===== src/logic/pbc4_pkg.sv =====
// constants and types shared by both ends of the presettable 4-bit counter link
package pbc4_pkg;

    ////////////////////////////////////////////////////////////////////////////
    // count field
    localparam int COUNT_W = 4;
    localparam logic [COUNT_W-1:0] COUNT_MAX = 4'hF;
    localparam logic [COUNT_W-1:0] COUNT_MIN = 4'h0;
    localparam logic [COUNT_W-1:0] COUNT_RESET = 4'h0;
    localparam logic [COUNT_W-1:0] PRESET_RESET = 4'h0;
    localparam int COUNT_LSB = 0;

    ////////////////////////////////////////////////////////////////////////////
    // control levels driven by the system end, and the flag state, after reset
    localparam logic CLEAR_N_RESET = 1'b0;
    localparam logic LOAD_N_RESET = 1'b1;
    localparam logic ENABLE_RESET = 1'b0;
    localparam logic FLAG_RESET = 1'b0;

    ////////////////////////////////////////////////////////////////////////////
    // operating modes, listed from lowest to highest precedence
    typedef enum logic [1:0] {
        PBC4_MODE_HOLD  = 2'b00,
        PBC4_MODE_COUNT = 2'b01,
        PBC4_MODE_LOAD  = 2'b10,
        PBC4_MODE_CLEAR = 2'b11
    } pbc4_mode_t;

    localparam pbc4_mode_t MODE_RESET = PBC4_MODE_CLEAR;

endpackage


===== src/logic/pbc4_if.sv =====
// wires between the counter device and the system logic that drives it
`timescale 1ns/100ps
`default_nettype none

interface pbc4_if;
    import pbc4_pkg::*;

    // controls from the system end
    logic master_clear_n;
    logic load_enable_n;
    logic count_enable_parallel;
    logic count_enable_trickle;
    logic [COUNT_W-1:0] preset_value;

    // results from the device end
    logic [COUNT_W-1:0] count_value;
    logic terminal_count_flag;

    modport device (
        input master_clear_n,
        input load_enable_n,
        input count_enable_parallel,
        input count_enable_trickle,
        input preset_value,
        output count_value,
        output terminal_count_flag
    );

    modport system (
        output master_clear_n,
        output load_enable_n,
        output count_enable_parallel,
        output count_enable_trickle,
        output preset_value,
        input count_value,
        input terminal_count_flag
    );

endinterface

`default_nettype wire


===== src/logic/pbc4_device.sv =====
// presettable modulo-16 up-counter with asynchronous clear and terminal count
`timescale 1ns/100ps
`default_nettype none

////////////////////////////////////////////////////////////////////////////////
module pbc4_device
    import pbc4_pkg::*;
(
    // clock, reset, enable
    input wire logic clock_i,
    input wire logic rst_n_i,
    input wire logic ce_i,

    // link to the system end
    pbc4_if.device link,

    // observation of the counter
    output logic [COUNT_W-1:0] count_o,
    output pbc4_mode_t mode_o,
    output logic wrap_o,
    output logic term_count_o
);

    ////////////////////////////////////////////////////////////////////////////
    // state

    typedef struct packed {
        logic [COUNT_W-1:0] count;
        pbc4_mode_t mode;
        logic wrap;
    } pbc4_dev_state_t;

    localparam pbc4_dev_state_t STATE_RESET = '{
        count: COUNT_RESET,
        mode: MODE_RESET,
        wrap: FLAG_RESET
    };

    pbc4_dev_state_t state_reg;
    pbc4_dev_state_t state_next;

    ////////////////////////////////////////////////////////////////////////////
    // mode decode

    logic both_enables;
    logic count_up;
    pbc4_mode_t mode_sel;

    assign both_enables = link.count_enable_parallel & link.count_enable_trickle;

    always_comb begin
        // clear is handled by the flip-flops themselves, so here only load to hold
        if (!link.load_enable_n) begin
            mode_sel = PBC4_MODE_LOAD;
        end else if (both_enables) begin
            mode_sel = PBC4_MODE_COUNT;
        end else begin
            mode_sel = PBC4_MODE_HOLD;
        end
    end

    assign count_up = (mode_sel == PBC4_MODE_COUNT);

    ////////////////////////////////////////////////////////////////////////////
    // increment as a synchronous carry chain, bit zero lowest weight

    logic [COUNT_W:0] carry;
    logic [COUNT_W-1:0] count_inc;

    assign carry[COUNT_LSB] = 1'b1;

    generate
        for (genvar b = 0; b < COUNT_W; b++) begin : g_inc
            // carry out of the top bit is dropped, giving the wrap to zero
            assign count_inc[b] = state_reg.count[b] ^ carry[b];
            assign carry[b+1] = carry[b] & state_reg.count[b];
        end
    endgenerate

    ////////////////////////////////////////////////////////////////////////////
    // next state

    always_comb begin
        state_next = state_reg;
        state_next.mode = mode_sel;
        state_next.wrap = 1'b0;
        unique case (mode_sel)
            PBC4_MODE_LOAD: begin
                // enables are ignored while loading
                state_next.count = link.preset_value;
            end
            PBC4_MODE_COUNT: begin
                state_next.count = count_inc;
                state_next.wrap = (state_reg.count == COUNT_MAX);
            end
            PBC4_MODE_HOLD: begin
                state_next.count = state_reg.count;
            end
            PBC4_MODE_CLEAR: begin
                state_next.count = COUNT_RESET;
            end
        endcase
    end

    ////////////////////////////////////////////////////////////////////////////
    // registers: clear acts at once, everything else on the rising edge

    always_ff @(posedge clock_i or negedge link.master_clear_n) begin
        if (!link.master_clear_n) begin
            // the clear overrides reset, enable, load and count alike
            state_reg <= STATE_RESET;
        end else if (!rst_n_i) begin
            state_reg <= STATE_RESET;
        end else if (ce_i) begin
            state_reg <= state_next;
        end
    end

    ////////////////////////////////////////////////////////////////////////////
    // outputs

    logic term_count;

    // live trickle input, so a trickle change reaches the flag without a clock
    assign term_count = link.count_enable_trickle & (state_reg.count == COUNT_MAX);

    assign link.count_value = state_reg.count;
    assign link.terminal_count_flag = term_count;

    assign count_o = state_reg.count;
    assign mode_o = state_reg.mode;
    assign wrap_o = state_reg.wrap;
    assign term_count_o = term_count;

endmodule

`default_nettype wire


===== src/flat_wrapper.sv =====
// flat-port wrapper written by rule: the top's interface ports become plain ports
module pbc4_device_flat import pbc4_pkg::*;
  (clock_i, rst_n_i, ce_i, count_o, mode_o, wrap_o, term_count_o, link_master_clear_n, link_load_enable_n, link_count_enable_parallel, link_count_enable_trickle, link_preset_value, link_count_value, link_terminal_count_flag);
  pbc4_if link_i ();
  input wire logic clock_i;
  input wire logic rst_n_i;
  input wire logic ce_i;
  output logic [COUNT_W-1:0] count_o;
  output pbc4_mode_t mode_o;
  output logic wrap_o;
  output logic term_count_o;
  input wire logic [$bits(link_i.master_clear_n)-1:0] link_master_clear_n;
  input wire logic [$bits(link_i.load_enable_n)-1:0] link_load_enable_n;
  input wire logic [$bits(link_i.count_enable_parallel)-1:0] link_count_enable_parallel;
  input wire logic [$bits(link_i.count_enable_trickle)-1:0] link_count_enable_trickle;
  input wire logic [$bits(link_i.preset_value)-1:0] link_preset_value;
  output wire logic [$bits(link_i.count_value)-1:0] link_count_value;
  output wire logic [$bits(link_i.terminal_count_flag)-1:0] link_terminal_count_flag;
  assign link_i.master_clear_n = link_master_clear_n;
  assign link_i.load_enable_n = link_load_enable_n;
  assign link_i.count_enable_parallel = link_count_enable_parallel;
  assign link_i.count_enable_trickle = link_count_enable_trickle;
  assign link_i.preset_value = link_preset_value;
  assign link_count_value = link_i.count_value;
  assign link_terminal_count_flag = link_i.terminal_count_flag;
  pbc4_device u_core (.clock_i(clock_i), .rst_n_i(rst_n_i), .ce_i(ce_i), .link(link_i), .count_o(count_o), .mode_o(mode_o), .wrap_o(wrap_o), .term_count_o(term_count_o));
endmodule

===== config.mk =====
export PLATFORM = sky130hd
export DESIGN_NAME = pbc4_device_flat
export DESIGN_NICKNAME = d
export VERILOG_FILES = /design/src/logic/pbc4_pkg.sv /design/src/logic/pbc4_if.sv /design/src/logic/pbc4_device.sv /design/src/flat_wrapper.sv
export SDC_FILE = /design/constraint.sdc
export NUM_CORES = 1
export LEC_CHECK = 0
export BUFFER_PORTS_ARGS = -buffer_cell sky130_fd_sc_hd__buf_2
export CAP_MARGIN = 20
export CORE_MARGIN = 2
export CORE_UTILIZATION = 29
export CTS_CLUSTER_DIAMETER = 120
export DETAILED_ROUTE_END_ITERATION = 12
export GPL_ROUTABILITY_DRIVEN = 0
export PLACE_DENSITY = 0.59
export SLEW_MARGIN = 5
export SYNTH_ARGS = -nofsm -noshare
export SYNTH_HDL_FRONTEND = slang
export SYNTH_SLANG_ARGS = --single-unit
export TNS_END_PERCENT = 10

===== constraint.sdc =====
create_clock -name clock_i -period 2.95 [get_ports clock_i]
set_clock_uncertainty 0.1 [all_clocks]
set_input_delay 0.1475 -clock clock_i [delete_from_list [all_inputs] [get_ports clock_i]]
set_output_delay 0.1475 -clock clock_i [all_outputs]
set_load 0.05 [all_outputs]

==> results summary <==
The run finished with clean final reports. The synthesized net count came out at 58. The total power divided by cell area is 442 nW/um^2. The final routed wirelength across all metal layers came out at 1070 um. The post-synthesis register bit count is 7. The maximum fanout along the worst path came out at 5. In this run the mean area of a mapped cell was 10.2 um^2. Data on the critical path is required at its endpoint by 2.70 ns. The maximum number of pins on one net before global-route repair is 11. The number of placement rows is 14.

Setup repair after global routing left no endpoint under its margin. Clock-pin slew was measured on the worst setup and hold paths at 0.05 ns. Synthesis produced 45 cells. The count of fill cells added during filler insertion came out at 152. The leakage power total came out at 0.313 nW. The proportion of layout cells with a drive suffix above 1 is 47.1%. Before CTS, the worst setup slack after placement is 1.42 ns. The growth of design area from synthesis to finish came out at 29.7%.

The clock sink count is 7. Summing over every cut layer, the via total after detailed routing is 422. The library cells used most frequently in the layout, excluding fill and tap cells, are buf_2 (23), dfrtp_1 (5), nand2_1 (3), nor3b_1 (3), clkbuf_4 (3). The initial antenna violation count is 0.

The clock insertion delay at the later pin of the skew report came out at 0.25 ns. The final critical-path required period is 1.55 ns. STA puts the critical path data arrival time at 1.31 ns. The overall power after layout came out at 0.263 mW.

In this run the most used layer during global routing was met2. The launching element type of the critical path is a flip-flop. At the pin with the least slew margin, the transition time is 0.252 ns. Detailed placement finished with a half-perimeter wire length of 821 um. The first-pass detailed-route iteration total is 5.

The post-synthesis cell type with the largest combined area is dfrtp_1. The number of global-route vias before repair is 430. In this run the deepest clock path goes through 2 buffers.

The maximum achievable frequency is 644 MHz. The die width is 43.8 um. The mean number of vias per cell came out at 5.02.

The mean routed wirelength per cell came out at 12.7 um. STA classifies the critical path endpoint as an output port. Across the VDD grid, the largest voltage drop is 0.239 mV. The accumulated negative setup slack came out at 0 ns. The number of nets in the layout is 82. The area of the placeable core is 1490 um^2. After detailed routing, the number of remaining DRC violations is 0. The count of pins over their slew limit is 0. After layout, the worst setup slack is 1.40 ns. Summed over its instances, the top area cell type makes up 27.2% of the synthesized netlist area. The post-cts sizing count came out at 0. The total setup buffers inserted after CTS came out at 0. The total die area came out at 1920 um^2. TritonCTS built the clock tree.

The tool flagged a number of max-cap violations equal to 0. Dividing the final minimum period by the clock period gives 52.7%. The startpoint identified for the worst register-to-register timing path is u_core.count_o[0]. The residual antenna-violating net count after detailed routing is 0.

Tracing the worst setup path back leads to its startpoint at u_core.count_o[0]. Buffers placed on the I/O ports in this run total 23. The netlist area before placement is 459 um^2. The die is 43.8 um tall. The number of buffers inserted by hold repair at cts came out at 2. The number of antenna diodes in the final layout is 0. The final setup violation count is 0.

The met1 track demand over resource in global routing is 17.7%. The worst hold path begins at ce_i. The count of pins on the block boundary came out at 24. Leaving out fill and tap cells, the most frequent cell in the layout is buf_2. The synthesis warning total came out at 0. The total count of hold-check failures in the final report is 0.

The root buffer cell is clkbuf_4. The H-tree depth is 1. The global-route met2 utilization came out at 20.3%. The sequential element share of the synthesized area is 38.7%. Global routing used 5.00% of the available met3 tracks. Yosys attributes the largest share of cell area to dfrtp_1 (27%), dfstp_2 (11%), buf_4 (9.8%). The critical path is of the flip-flop to output port type. Counting the buffers created by CTS gives 3. The aggregate global routing overflow is 0. The first global-routing pass estimated 1880 um of wire.

The netlist uses 25 different library cells. The worst hold path belongs to the class input pin to flip-flop. The number of design-rule violations left by the first detailed-router iteration came out at 6.

In this run the tightest slew margin relative to its limit is 83.3%. The effective utilization at floorplan is 30.8%. The combined global-route utilization of all metal layers came out at 14.1%.
-- logic make-up (layout without fill, tap and decap cells) --
kind of cell,Yosys count,in the layout,synth area share [%]
adder cells (fa/ha/maj),2,2,5.45
AO/OA/AOI/OAI,9,9,16.9
flip-flops,7,7,38.7
AND/OR/NAND/NOR,20,20,28.3
buffers and inverters,7,30,10.6
-- cells in the mapped netlist, drive strengths merged --
library cell and count:
and4 1, a21bo 1, a21boi 1, nor4b 1, nand2b 3, and2 1
buf 6, nor2 2, nor3b 3, a31o 1, dfrtp 5, inv 1
and3 1, a211o 1, nand3 2, a21oi 1, a21o 1, nand4b 1
nand4 2, ha 2, dfstp 2, nand2 3, o22ai 1, a221o 2
-- power by group --
part	internal [mW]	switching, mW	leakage [nW]	total (mW)
Combinational	0.0212	0.0469	0.209	0.0681
Sequential	0.102	0.00477	0.0892	0.107
Clock	0.0517	0.0367	0.0150	0.0884
-- routing by layer --
metal  vias up  part of all wire, %
met5         -                    0
met4         0                    0
met3         0                  5.4
met2        13                   50
met1       200                   45
li1        209                    -
-- worst paths after layout --
check                                           endpoint  slack, ns  cells past startpoint
worst max-delay path            link_terminal_count_flag       1.40                      3
worst min-delay path                    u_core.mode_o[1]       0.15                      3
worst max register to register         u_core.count_o[3]       1.41                      5
worst min register to register          u_core.mode_o[1]       0.40                      2
max in group asynchronous               u_core.mode_o[1]       2.36                      2
min in group asynchronous                  u_core.wrap_o       0.16                      2
-- cell type report --
| class | instances | area, um^2 | share of cell area, % |
|---|---|---|---|
| sequential | 7 | 178 | 29.8 |
| timing repair buffer | 25 | 135 | 22.7 |
| multi-input combinational | 31 | 233 | 39.1 |
| tap | 16 | 20.0 | 3.36 |
| clock buffer | 4 | 26.3 | 4.41 |
| inverter | 1 | 3.75 | 0.630 |
-- registers in the layout, indices dropped and copies added (netlist names) --
| register | flops |
|---|---|
| u_core.count_o | 4 |
| u_core.mode_o | 2 |
| u_core.wrap_o | 1 |
-- critical path, stage by stage (launching register included) --
cell and delay (ns):
dfrtp_1 0.40, ha_1 0.21, and4_1 0.19, buf_2 0.26
-- stage by stage --
stage / hold WS [ns] / util (%) / instances / area [um^2]
after floorplan: -0.248 / - / 45 / 459
after global placement: -0.108 / 36.9 / 78 / 549
after detailed placement: -0.104 / 36.9 / 78 / 549
after CTS: 0.141 / 40.0 / 84 / 596
after global routing: 0.145 / 40.0 / 84 / 596
final: 0.150 / 40.0 / 84 / 596
Power figures use the tool's default switching activity.
